### src/otw_pkg.sv
// overtravel stop and warning: shared constants, config codes and states
// assumes all configuration digits arrive as 4-bit BCD-style fields
package otw_pkg;

  // widths
  localparam int TQ_W  = 10;
  localparam int CFG_W = 16;

  // digit positions inside the 16-bit configuration words
  localparam int DIG0_LSB = 0;
  localparam int DIG1_LSB = 4;
  localparam int DIG3_LSB = 12;

  // limit configuration digit codes
  localparam logic [3:0] LIM_USE    = 4'h1;
  localparam logic [3:0] LIM_IGNORE = 4'h8;

  // stop method, first digit
  localparam logic [3:0] STOP_DB_HOLD  = 4'h0;
  localparam logic [3:0] STOP_DB_COAST = 4'h1;
  localparam logic [3:0] STOP_COAST    = 4'h2;

  // stop method, second digit
  localparam logic [3:0] STOP_DEC_CLAMP = 4'h1;
  localparam logic [3:0] STOP_DEC_COAST = 4'h2;

  // warning enable digit code
  localparam logic [3:0] WARN_ON = 4'h1;

  // reset values of latched configuration
  localparam logic [3:0] STOP_D0_RST = 4'h0;
  localparam logic [3:0] STOP_D1_RST = 4'h0;

  // emergency stop torque, percent of rated
  localparam logic [TQ_W-1:0] ESTOP_TQ_MAX = 10'h320;
  localparam logic [TQ_W-1:0] ESTOP_TQ_RST = 10'h000;

  // code presented with the latched overtravel warning
  localparam logic [11:0] LIMIT_WARNING_CODE = 12'h9a0;
  localparam logic [11:0] NO_WARNING_CODE    = 12'h000;

  // stop sequencer states, gray along run, decel, clamp, coast
  typedef enum logic [2:0] {
    ST_RUN    = 3'b000,
    ST_DECEL  = 3'b001,
    ST_ZCLAMP = 3'b011,
    ST_COAST  = 3'b010,
    ST_DB     = 3'b100
  } otw_state_t;

endpackage

### src/otw_overtravel.sv
// overtravel stop sequencing and latched overtravel warning for one axis
// assumes references, power, stop and torque-mode flags come from REF_CLK logic
//
// Overview of operation
// - forward limit off blocks forward travel
// - reverse limit off blocks reverse travel
// - travel away from tripped limit allowed
// - forward limit used or ignored, at restart
// - reverse limit ignored with code 8
// - stop by brake, brake then coast, coast
// - decelerate then zero clamp or coast
// - zero clamp holds position reference zero
// - coast mode removes all drive
// - torque control never decelerates, ends coasting
// - deceleration uses emergency stop torque setting
// - applied torque capped at motor maximum
// - latch warning on overtravel with power
// - warning only when enable digit is 1
// - with reference, warn only same direction
// - without reference, warn either direction
// - no warning while power is off
// - no warning on power turning on
// - alarm clear clears the warning unless a fresh trip comes in the same cycle
// - cleared warning waits for fresh overtravel
// - warning never alters stop or commands
`timescale 1ns/10ps
`default_nettype none
module otw_overtravel
  import otw_pkg::*;
(
  input  wire logic             REF_CLK,
  input  wire logic             RST,
  input  wire logic             FWD_LIMIT_IN,
  input  wire logic             REV_LIMIT_IN,
  input  wire logic [CFG_W-1:0] FWD_LIMIT_CFG,
  input  wire logic [CFG_W-1:0] REV_LIMIT_CFG,
  input  wire logic [CFG_W-1:0] STOP_METHOD_SEL,
  input  wire logic [CFG_W-1:0] WARN_ENABLE_CFG,
  input  wire logic [TQ_W-1:0]  ESTOP_TORQUE_LEVEL,
  input  wire logic [TQ_W-1:0]  MAX_TORQUE_PCT,
  input  wire logic             MOTOR_POWER_ON,
  input  wire logic             TORQUE_CTRL,
  input  wire logic             MOTOR_STOPPED,
  input  wire logic             REF_FWD,
  input  wire logic             REF_REV,
  input  wire logic             ALARM_CLEAR,
  output logic                  FWD_OVERTRAVEL,
  output logic                  REV_OVERTRAVEL,
  output logic                  FWD_REF_PASS,
  output logic                  REV_REF_PASS,
  output logic                  DYNAMIC_BRAKE_STOP,
  output logic                  DECEL_ACTIVE,
  output logic [TQ_W-1:0]       ESTOP_TORQUE,
  output logic                  ZERO_CLAMP,
  output logic                  BASEBLOCK,
  output logic                  WARN_ACTIVE,
  output logic [11:0]           WARN_CODE
);

  // whole module state
  typedef struct packed {
    logic             cfg_loaded;
    logic             fwd_ign;
    logic             rev_ign;
    logic [3:0]       stop_d0;
    logic [3:0]       stop_d1;
    otw_state_t       st;
    logic             pwr_prev;
    logic             otd_prev;
    logic             fwd_ot;
    logic             rev_ot;
    logic             fwd_pass;
    logic             rev_pass;
    logic             db;
    logic             decel;
    logic [TQ_W-1:0]  tq;
    logic             zclamp;
    logic             bblock;
    logic             warn;
    logic [11:0]      code;
  } otw_regs_t;

  otw_regs_t s_r;
  otw_regs_t s_nxt;

  logic [1:0] lim_s;
  logic       fwd_ot_c;
  logic       rev_ot_c;
  logic       trip_c;
  logic       otd_c;
  logic       warn_en_c;
  logic       warn_set_c;
  logic       use_decel_c;
  logic [TQ_W-1:0] tq_cap_c;

  // limit pins into the clock domain
  otw_sync #(
    .WIDTH (2)
  ) u_sync (
    .clk  (REF_CLK),
    .rst  (RST),
    .din  ({REV_LIMIT_IN, FWD_LIMIT_IN}),
    .dout (lim_s)
  );

  // overtravel decode, trip detection and warning conditions
  always_comb
  begin
    fwd_ot_c    = !s_r.fwd_ign && !lim_s[0];
    rev_ot_c    = !s_r.rev_ign && !lim_s[1];
    trip_c      = (fwd_ot_c && REF_FWD) || (rev_ot_c && REF_REV);
    // direction filter for the warning
    if (REF_FWD || REF_REV)
      otd_c = (fwd_ot_c && REF_FWD) || (rev_ot_c && REF_REV);
    else
      otd_c = fwd_ot_c || rev_ot_c;
    warn_en_c   = WARN_ENABLE_CFG[DIG3_LSB +: 4] == WARN_ON;
    // fresh overtravel only, power on now and last cycle
    warn_set_c  = warn_en_c && MOTOR_POWER_ON && s_r.pwr_prev
                  && otd_c && !s_r.otd_prev;
    use_decel_c = !TORQUE_CTRL &&
                  (s_r.stop_d1 == STOP_DEC_CLAMP || s_r.stop_d1 == STOP_DEC_COAST);
    // cap the emergency stop torque at motor maximum
    tq_cap_c    = (ESTOP_TORQUE_LEVEL > MAX_TORQUE_PCT) ?
                  MAX_TORQUE_PCT : ESTOP_TORQUE_LEVEL;
  end

  // next state of the whole module
  always_comb
  begin
    s_nxt = s_r;
    // configuration is captured once after reset release
    if (!s_r.cfg_loaded)
    begin
      s_nxt.cfg_loaded = 1'b1;
      s_nxt.fwd_ign = FWD_LIMIT_CFG[DIG3_LSB +: 4] == LIM_IGNORE;
      s_nxt.rev_ign = REV_LIMIT_CFG[DIG0_LSB +: 4] == LIM_IGNORE;
      s_nxt.stop_d0 = STOP_METHOD_SEL[DIG0_LSB +: 4];
      s_nxt.stop_d1 = STOP_METHOD_SEL[DIG1_LSB +: 4];
    end

    // stop sequencer, driven by trip, power, stopped and torque-mode inputs, never by the warning
    unique case (s_r.st)
      ST_RUN:
      begin
        if (MOTOR_POWER_ON && trip_c)
        begin
          if (use_decel_c)
            s_nxt.st = ST_DECEL;
          else if (s_r.stop_d0 == STOP_COAST)
            s_nxt.st = ST_COAST;
          else
            s_nxt.st = ST_DB;
        end
      end
      ST_DB:
      begin
        if (!MOTOR_POWER_ON || !trip_c)
          s_nxt.st = ST_RUN;
        else if (MOTOR_STOPPED && (s_r.stop_d0 == STOP_DB_COAST || TORQUE_CTRL))
          s_nxt.st = ST_COAST;
      end
      ST_DECEL:
      begin
        if (!MOTOR_POWER_ON || !trip_c)
          s_nxt.st = ST_RUN;
        else if (TORQUE_CTRL)
          s_nxt.st = (s_r.stop_d0 == STOP_COAST) ? ST_COAST : ST_DB;
        else if (MOTOR_STOPPED)
          s_nxt.st = (s_r.stop_d1 == STOP_DEC_CLAMP) ? ST_ZCLAMP : ST_COAST;
      end
      ST_ZCLAMP:
      begin
        if (!MOTOR_POWER_ON || !trip_c)
          s_nxt.st = ST_RUN;
        else if (TORQUE_CTRL)
          s_nxt.st = ST_COAST;
      end
      ST_COAST:
      begin
        if (!MOTOR_POWER_ON || !trip_c)
          s_nxt.st = ST_RUN;
      end
      default:
        s_nxt.st = ST_RUN;
    endcase

    // registered status and reference gating
    s_nxt.fwd_ot   = fwd_ot_c;
    s_nxt.rev_ot   = rev_ot_c;
    s_nxt.fwd_pass = REF_FWD && !fwd_ot_c;
    s_nxt.rev_pass = REF_REV && !rev_ot_c;
    s_nxt.db       = s_nxt.st == ST_DB;
    s_nxt.decel    = s_nxt.st == ST_DECEL;
    s_nxt.tq       = (s_nxt.st == ST_DECEL) ? tq_cap_c : ESTOP_TQ_RST;
    s_nxt.zclamp   = s_nxt.st == ST_ZCLAMP;
    s_nxt.bblock   = s_nxt.st == ST_COAST;

    // warning latch, a fresh trip wins over a clear
    s_nxt.pwr_prev = MOTOR_POWER_ON;
    s_nxt.otd_prev = otd_c;
    if (warn_set_c)
      s_nxt.warn = 1'b1;
    else if (ALARM_CLEAR)
      s_nxt.warn = 1'b0;
    s_nxt.code     = s_nxt.warn ? LIMIT_WARNING_CODE : NO_WARNING_CODE;
  end

  // state register
  always_ff @(posedge REF_CLK)
  begin
    if (RST)
    begin
      s_r <= '{cfg_loaded: 1'b0, fwd_ign: 1'b0, rev_ign: 1'b0,
               stop_d0: STOP_D0_RST, stop_d1: STOP_D1_RST, st: ST_RUN,
               pwr_prev: 1'b0, otd_prev: 1'b0, fwd_ot: 1'b0, rev_ot: 1'b0,
               fwd_pass: 1'b0, rev_pass: 1'b0, db: 1'b0, decel: 1'b0,
               tq: ESTOP_TQ_RST, zclamp: 1'b0, bblock: 1'b0, warn: 1'b0, code: NO_WARNING_CODE};
    end
    else
    begin
      s_r <= s_nxt;
    end
  end

  // outputs straight from the state register
  assign FWD_OVERTRAVEL     = s_r.fwd_ot;
  assign REV_OVERTRAVEL     = s_r.rev_ot;
  assign FWD_REF_PASS       = s_r.fwd_pass;
  assign REV_REF_PASS       = s_r.rev_pass;
  assign DYNAMIC_BRAKE_STOP = s_r.db;
  assign DECEL_ACTIVE       = s_r.decel;
  assign ESTOP_TORQUE       = s_r.tq;
  assign ZERO_CLAMP         = s_r.zclamp;
  assign BASEBLOCK          = s_r.bblock;
  assign WARN_ACTIVE        = s_r.warn;
  assign WARN_CODE          = s_r.code;
endmodule
`default_nettype wire

### src/otw_sync.sv
// two-flop synchroniser for the limit switch pins
// assumes pins are asynchronous to REF_CLK; reset value reads as tripped
`timescale 1ns/10ps
`default_nettype none
module otw_sync
  import otw_pkg::*;
#(
  parameter int WIDTH = 2
)(
  input  wire logic             clk,
  input  wire logic             rst,
  input  wire logic [WIDTH-1:0] din,
  output logic      [WIDTH-1:0] dout
);

  // one pair of flops per bit
  genvar i;
  generate
    for (i = 0; i < WIDTH; i++)
    begin : g_bit
      logic meta_r;
      logic stab_r;
      always_ff @(posedge clk)
      begin
        if (rst)
        begin
          meta_r <= 1'b0;
          stab_r <= 1'b0;
        end
        else
        begin
          meta_r <= din[i];
          stab_r <= meta_r;
        end
      end
      assign dout[i] = stab_r;
    end
  endgenerate

endmodule
`default_nettype wire

### config.mk
export PLATFORM = sky130hd
export DESIGN_NAME = otw_overtravel
export DESIGN_NICKNAME = d
export VERILOG_FILES = /design/src/otw_pkg.sv /design/src/otw_overtravel.sv /design/src/otw_sync.sv
export SDC_FILE = /design/constraint.sdc
export NUM_CORES = 1
export LEC_CHECK = 0
export ABC_CLOCK_PERIOD_IN_PS = 2350
export BUFFER_PORTS_ARGS = -buffer_cell sky130_fd_sc_hd__buf_2
export CAP_MARGIN = 20
export CORE_ASPECT_RATIO = 1.25
export CORE_MARGIN = 5
export CORE_UTILIZATION = 38
export DETAILED_ROUTE_END_ITERATION = 7
export GPL_ROUTABILITY_DRIVEN = 1
export HOLD_SLACK_MARGIN = 0.12
export PLACE_DENSITY = 0.72
export SLEW_MARGIN = 0
export SYNTH_ARGS = -nofsm -noshare
export SYNTH_HDL_FRONTEND = slang
export SYNTH_SLANG_ARGS = --single-unit
### constraint.sdc
create_clock -name REF_CLK -period 2.35 [get_ports REF_CLK]
set_clock_uncertainty 0.1 [all_clocks]
set_input_delay 0.47 -clock REF_CLK [delete_from_list [all_inputs] [get_ports REF_CLK]]
set_output_delay 0.47 -clock REF_CLK [all_outputs]
set_load 0.05 [all_outputs]
==> flow_summary_export.csv, run 1 <==
group,metric,value,unit
logic_synthesis,ys_top_cells_by_area,"dfxtp_1 39%, buf_4 8.6%, ha_1 6.2%",
power_and_ir_drop,irDropWorstVdd,0.000328,V
routing,postRouteAntennaNets,0,
routing,drc,0,
timing,fin_crit,1.96,ns
clock_tree,h-tree-depth,2,
routing,drtIter0Drc,76,
timing,tightest_slew,0.620,ns
timing,rsz0062_at_grt,"false",
logic_synthesis,synth_cells,217,
placed_design,hpwlAfterDp,3500,um
clock_tree,path_clk_slew,0.07,ns
die,die_h,91.3,um
timing,fin_crit_sh,83.3,%
setup_path,startpoint,"MAX_TORQUE_PCT[5]",
setup_path,cp_data_required_time,2.47,ns
logic_synthesis,synth-async-reset-ratio,0,%
global_route,grt_pass1_wl,7320,um
final_layout,diodes,0,
timing,finalHoldViolCount,0,
global_route,grt_max_degree,25,
setup_path,path_class,"input pin to flop",
routing,wirelength,4370,um
global_route,first_global_vias,1711,
setup_path,crit_path_end_kind,"flop",
routing,wl_per_cell,12.9,um
setup_path,rr_worst_depth,6,
logic_synthesis,ys_seq_area_share,38.8,%
logic_synthesis,synth_top_cell_area_share,38.8,%
clock_tree,cts_root_buf,"clkbuf_8",
placed_design,gp_congestion,0.803,
flow_run,max_cap_viol_count,0,
logic_synthesis,synthFlopType,"dfxtp_1",
worst_hold_path,worstHoldStart,"RST",
setup_path,cp-start-kind,"input pin",
logic_synthesis,synth-seq-cells,39,
logic_synthesis,yosysTopAreaCell,"dfxtp_1",
clock_tree,cts_tree,"done",
final_layout,stdcell_count,340,
setup_path,r2r-end,"ESTOP_TORQUE[4]$_SDFF_PP0_",
clock_tree,cts_inserted_buffers,5,
setup_path,rrSetupSlack,0.67,ns
setup_path,r2r_start,"s_r[41]$_SDFFE_PP0N_",
routing,vias_per_cell,4.92,
global_route,grt.total_usage,13.7,%
placed_design,dpl_cell_area,2300,um^2
die,coreArea,5120,um^2
setup_path,crit_cells,8,
timing,setup_viol,0,
logic_synthesis,yosys.cell_types.count,49,
clock_tree,worstSkewPairLatency,0.29,ns
final_layout,stdcell_area,2390,um^2
die,die-area,6850,um^2
power_and_ir_drop,powerDensity,601,nW/um^2
die,start_util,39.3,%
timing,slew_viol_final,0,
setup_path,crit_chain,"buf_2, inv_1, ha_1, nand4_1, a211oi_2, a2111o_1, nand3_1, a21oi_2",
logic_synthesis,synth-edff-count,0,
clock_tree,cts_resized,0,
placed_design,portBuffers,72,
worst_hold_path,hp-class,"input pin to flop",
timing,max_clock_freq,0.511,GHz
placed_design,dp_cells,333,
power_and_ir_drop,power,1.43,mW
timing,max-slew-margin-rel,58.6,%
routing,vias,1673,
setup_path,critPathTopFamily,"compound AO/OA/AOI/OAI gates",
status,status,"completed",
routing,dr.pass1.iters,4,
die,rows,29,
logic_synthesis,ys_warn_count,0,
logic_synthesis,syn_avg_cell_area,9.27,um^2
die,pin_count,125,
clock_tree,clkSinkCount,39,
clock_tree,ctsHoldBuffers,0,
global_route,gr-total-overflow,0,
setup_path,path_max_fanout,10,
clock_tree,post_cts_buffers,0,
logic_synthesis,netlist_area,2010,um^2
timing,fin_tns_setup,0,ns
final_layout,fill_cells,496,
setup_path,cp_slowest_cell,"a2111o_1",
final_layout,area_growth_syn_to_layout,18.7,%
power_and_ir_drop,leakagePower,1.13,nW
die,die_width,75.1,um
setup_path,timing.critical_path.to,"ESTOP_TORQUE[4]$_SDFF_PP0_",
setup_path,max_stage_delay,0.37,ns
setup_path,cp.arrival,2.08,ns
global_route,antenna_found_initial,0,
clock_tree,cts_buffer_depth,2,
final_layout,nNetsFinal,382,
setup_path,path_buf_inv,2,
final_layout,final_core_util,46.6,%
final_layout,drive_gt1_share,37.4,%
## layout make-up
type,count,area (um^2),area share [%]
clock buffer,6,82.6,3.46
clock inverter,1,5.00,0.210
inverter,16,60.1,2.52
multi-input combinational,141,997,41.8
sequential,39,781,32.7
tap,62,77.6,3.25
timing repair buffer,75,383,16.0
## worst min path at each step
stage	endpoint	slack, ns	cells after the start
floorplan	REV_OVERTRAVEL$_SDFF_PP0_	0.31	1
global placement	u_sync.g_bit[0].stab_r$_SDFF_PP0_	0.32	1
detailed placement	u_sync.g_bit[0].stab_r$_SDFF_PP0_	0.32	1
CTS	s_r[46]$_SDFF_PP0_	0.28	2
global route	s_r[46]$_SDFF_PP0_	0.28	2
finish	s_r[46]$_SDFF_PP0_	0.28	2
## per-stage QoR
stage | setup slack (ns) | hold slack, ns
after global routing | 0.283 | 0.281
after floorplan | 0.366 | 0.313
after detailed placement | 0.0645 | 0.320
after CTS | 0.376 | 0.278
after global placement | 0.0902 | 0.324
final | 0.393 | 0.280
## sequential cells by signal, indices dropped and copies added (netlist names), 2 cells and up
register             cells
u_sync.g_bit.stab_r      2
s_r                     16
ESTOP_TORQUE            10
u_sync.g_bit.meta_r      2
## cells in the mapped netlist, types with 4 or more instances
| cell | n |
|---|---|
| nor2_1 | 20 |
| nor2b_1 | 5 |
| dfxtp_1 | 39 |
| ha_1 | 10 |
| nand3_1 | 13 |
| buf_4 | 23 |
| o21ai_0 | 14 |
| mux2i_1 | 8 |
| a21oi_2 | 10 |
| nand2_1 | 4 |
| inv_1 | 14 |
## report_power, final
group | switching, mW | total, mW | internal (mW)
logic | 0.168 | 0.274 | 0.106
registers | 0.0208 | 0.707 | 0.686
clock network | 0.223 | 0.453 | 0.230
## kinds of logic (layout without fill, tap and decap cells)
| kind of cell | count (synthesis) | in the layout | synth area share (%) |
|---|---|---|---|
| buf+inv | 44 | 98 | 12.9 |
| simple gates | 70 | 70 | 20.6 |
| xor+xnor | 1 | 1 | 0.436 |
| fa+ha+maj | 10 | 10 | 6.22 |
| mux | 8 | 8 | 3.98 |
| compound gates | 44 | 44 | 16.9 |
| other cells | 1 | 8 | 0.187 |
| flops | 39 | 39 | 38.8 |
## placed cells by master, fill, tap and decap left out, types with 2 or more instances in the layout
| master | count |
|---|---|
| nor3b_1 | 3 |
| nor3_1 | 3 |
| mux2i_1 | 8 |
| buf_4 | 3 |
| nor2b_1 | 5 |
| a21oi_2 | 10 |
| nor4b_1 | 2 |
| dfxtp_1 | 39 |
| a211oi_1 | 2 |
| o21ai_0 | 14 |
| and4bb_1 | 2 |
| conb_1 | 8 |
| o21ai_1 | 3 |
| nand4_1 | 2 |
| nand2b_1 | 3 |
| nand2_1 | 4 |
| inv_1 | 14 |
| a22oi_1 | 2 |
| a21oi_1 | 3 |
| nor2_1 | 20 |
| buf_2 | 72 |
| ha_1 | 10 |
| nor4_1 | 2 |
| clkbuf_8 | 6 |
| nand3_1 | 13 |
| inv_2 | 2 |
## metal layers
layer / GRT usage, % / share of wire [%]
met1: 14.1 / 38
met2: 24.7 / 50
met3: 5.08 / 11
met4: 4.45 / 1.4
met5: 0 / 0
No activity file was read; power rests on OpenSTA's default activity.
==> run 2, diff against run 1 <==
Settings changed: ABC_CLOCK_PERIOD_IN_PS 2350 to 2000.
Clock period 2.35 ns to 2 ns, I/O delays scaled along.
==> run 2 against run 1 <==
- total power increased by 28%
- count of clock-buffer cells in the layout unchanged
- via count is 1.4% higher
- setup slack got worse by 0.27 ns
- clock power rose by 47%
- global-route usage fell by 0.24 points
- largest cell class unchanged
- highest routed layer unchanged
==> flow_summary_export.csv, run 2 (same netlist as run 1, synthesis figures left out) <==
group,metric,value,unit
status,status,"completed",
timing,slew_viol_final,0,
power_and_ir_drop,p_sw_share,26.5,%
final_layout,drive_gt1_share,39.2,%
clock_tree,cts_root_buf,"clkbuf_8",
placed_design,portBuffers,72,
clock_tree,ctsHoldBuffers,0,
die,die-area,6850,um^2
timing,rsz0062_at_grt,"false",
timing,fin_crit_sh,93.9,%
setup_path,r2r_start,"s_r[40]$_SDFFE_PP0N_",
setup_path,rrSetupSlack,0.37,ns
final_layout,regMostFlops,"s_r",
final_layout,final_common_cell,"buf_2",
placed_design,gp_congestion,0.784,
die,start_util,39.3,%
die,die_h,91.3,um
routing,vias_per_cell,4.87,
setup_path,startpoint,"MAX_TORQUE_PCT[5]",
routing,drtIter0Drc,117,
timing,finalHoldViolCount,0,
final_layout,diodes,0,
global_route,grt_pass1_wl,7290,um
global_route,gr-total-overflow,0,
worst_hold_path,hp-class,"input pin to flop",
routing,drc,0,
routing,vias,1696,
setup_path,cp.arrival,1.96,ns
power_and_ir_drop,switchingPower,0.487,mW
routing,wirelength,4300,um
setup_path,cp_data_required_time,2.08,ns
clock_tree,cts_resized,0,
placed_design,hpwlAfterDp,3430,um
die,rows,29,
setup_path,cp-start-kind,"input pin",
die,die_width,75.1,um
setup_path,path_class,"input pin to flop",
setup_path,path_max_fanout,10,
timing,fin_crit,1.88,ns
timing,max_clock_freq,0.533,GHz
power_and_ir_drop,seq_power_share,45.2,%
timing,tightest_slew,0.622,ns
global_route,antenna_found_initial,0,
routing,wl_per_cell,12.4,um
final_layout,final_cell_mix,"72 x buf_2, 39 x dfxtp_1, 20 x nor2_1, 14 x inv_1, 14 x o21ai_0",
final_layout,largest_reg_flops,16,
global_route,first_global_vias,1710,
final_layout,nNetsFinal,389,
die,pin_count,125,
clock_tree,path_clk_slew,0.08,ns
timing,whs,0.210,ns
routing,dr.pass1.iters,4,
clock_tree,cts_tree,"done",
flow_run,max_cap_viol_count,0,
die,coreArea,5120,um^2
power_and_ir_drop,p_int,1.35,mW
global_route,grt_max_degree,25,
clock_tree,clkSinkCount,39,
timing,max-slew-margin-rel,58.5,%
worst_hold_path,worstHoldStart,"RST",
routing,postRouteAntennaNets,0,
final_layout,area_growth_syn_to_layout,24.0,%
global_route,grt.total_usage,13.5,%
setup_path,crit_path_end_kind,"flop",
clock_tree,h-tree-depth,2,
power_and_ir_drop,powerDensity,736,nW/um^2
power_and_ir_drop,clkPwrFrac,36.4,%
final_layout,fill_cells,476,
power_and_ir_drop,power,1.84,mW
power_and_ir_drop,leakagePower,1.19,nW
clock_tree,post_cts_buffers,0,
power_and_ir_drop,pwr-share-comb,18.4,%
power_and_ir_drop,irDropWorstVdd,0.000364,V
clock_tree,cts_buffer_depth,2,
clock_tree,cts_inserted_buffers,5,
timing,setup_viol,0,
clock_tree,worstSkewPairLatency,0.29,ns
==> run 2: cell count changes in the layout (fill, tap and decap cells not counted), sizes merged <==
cell / delta
buf: +7
bufinv: +1
==> run 2: cell type report <==
class                      count  area [um^2]  area share [%]
multi-input combinational    141          997            40.0
sequential                    39          781            31.3
timing repair buffer          82          460            18.5
clock buffer                   6         82.6            3.31
tap                           62         77.6            3.11
inverter                      16         60.1            2.41
clock inverter                 2         35.0            1.40
==> run 2: final timing paths <==
path,depth (start not counted),end
min,2,s_r[46]$_SDFF_PP0_
min reg2reg,1,u_sync.g_bit[0].stab_r$_SDFF_PP0_
max reg2reg,6,ESTOP_TORQUE[3]$_SDFF_PP0_
max,9,ESTOP_TORQUE[3]$_SDFF_PP0_
==> run 2: through the flow <==
| step | area [um^2] | TNS (ns) | utilization (%) | cells | setup slack, ns |
|---|---|---|---|---|---|
| 6_report | 2490 | 0 | 48.7 | 348 | 0.123 |
| 4_1_cts | 2490 | 0 | 48.6 | 347 | 0.0394 |
| 3_5_place_dp | 2370 | -2.29 | 46.3 | 339 | -0.256 |
| 2_1_floorplan | 2040 | 0 | - | 224 | 0.0856 |
| 3_3_place_gp | 2370 | -2.19 | 46.3 | 339 | -0.234 |
| 5_1_grt | 2490 | 0 | 48.7 | 348 | 0.0137 |
==> run 2: power groups by stage <==
stage / clock network, mW / registers (mW) / logic, mW
after floorplan: 0 / 0.864 / 0.221
after global placement: 0 / 0.847 / 0.329
after detailed placement: 0 / 0.848 / 0.335
after CTS: 0.696 / 0.830 / 0.336
after global routing: 0.738 / 0.835 / 0.375
final: 0.668 / 0.830 / 0.338
==> run 2: critical path, cell delays in order <==
cell and delay, ns:
buf_2 0.09, inv_1 0.03, ha_1 0.34, nand4_1 0.15, a211oi_2 0.35, a2111oi_4 0.09
buf_4 0.18, o21ai_0 0.23, a21oi_2 0.09
==> run 2: layer usage <==
metal	up-vias	share of wire (%)	global-route usage [%]
li1	870	-	-
met3	5	11	4.97
met1	756	38	14.7
met2	65	49	23.3
met4	0	1.3	4.60
met5	-	0	0
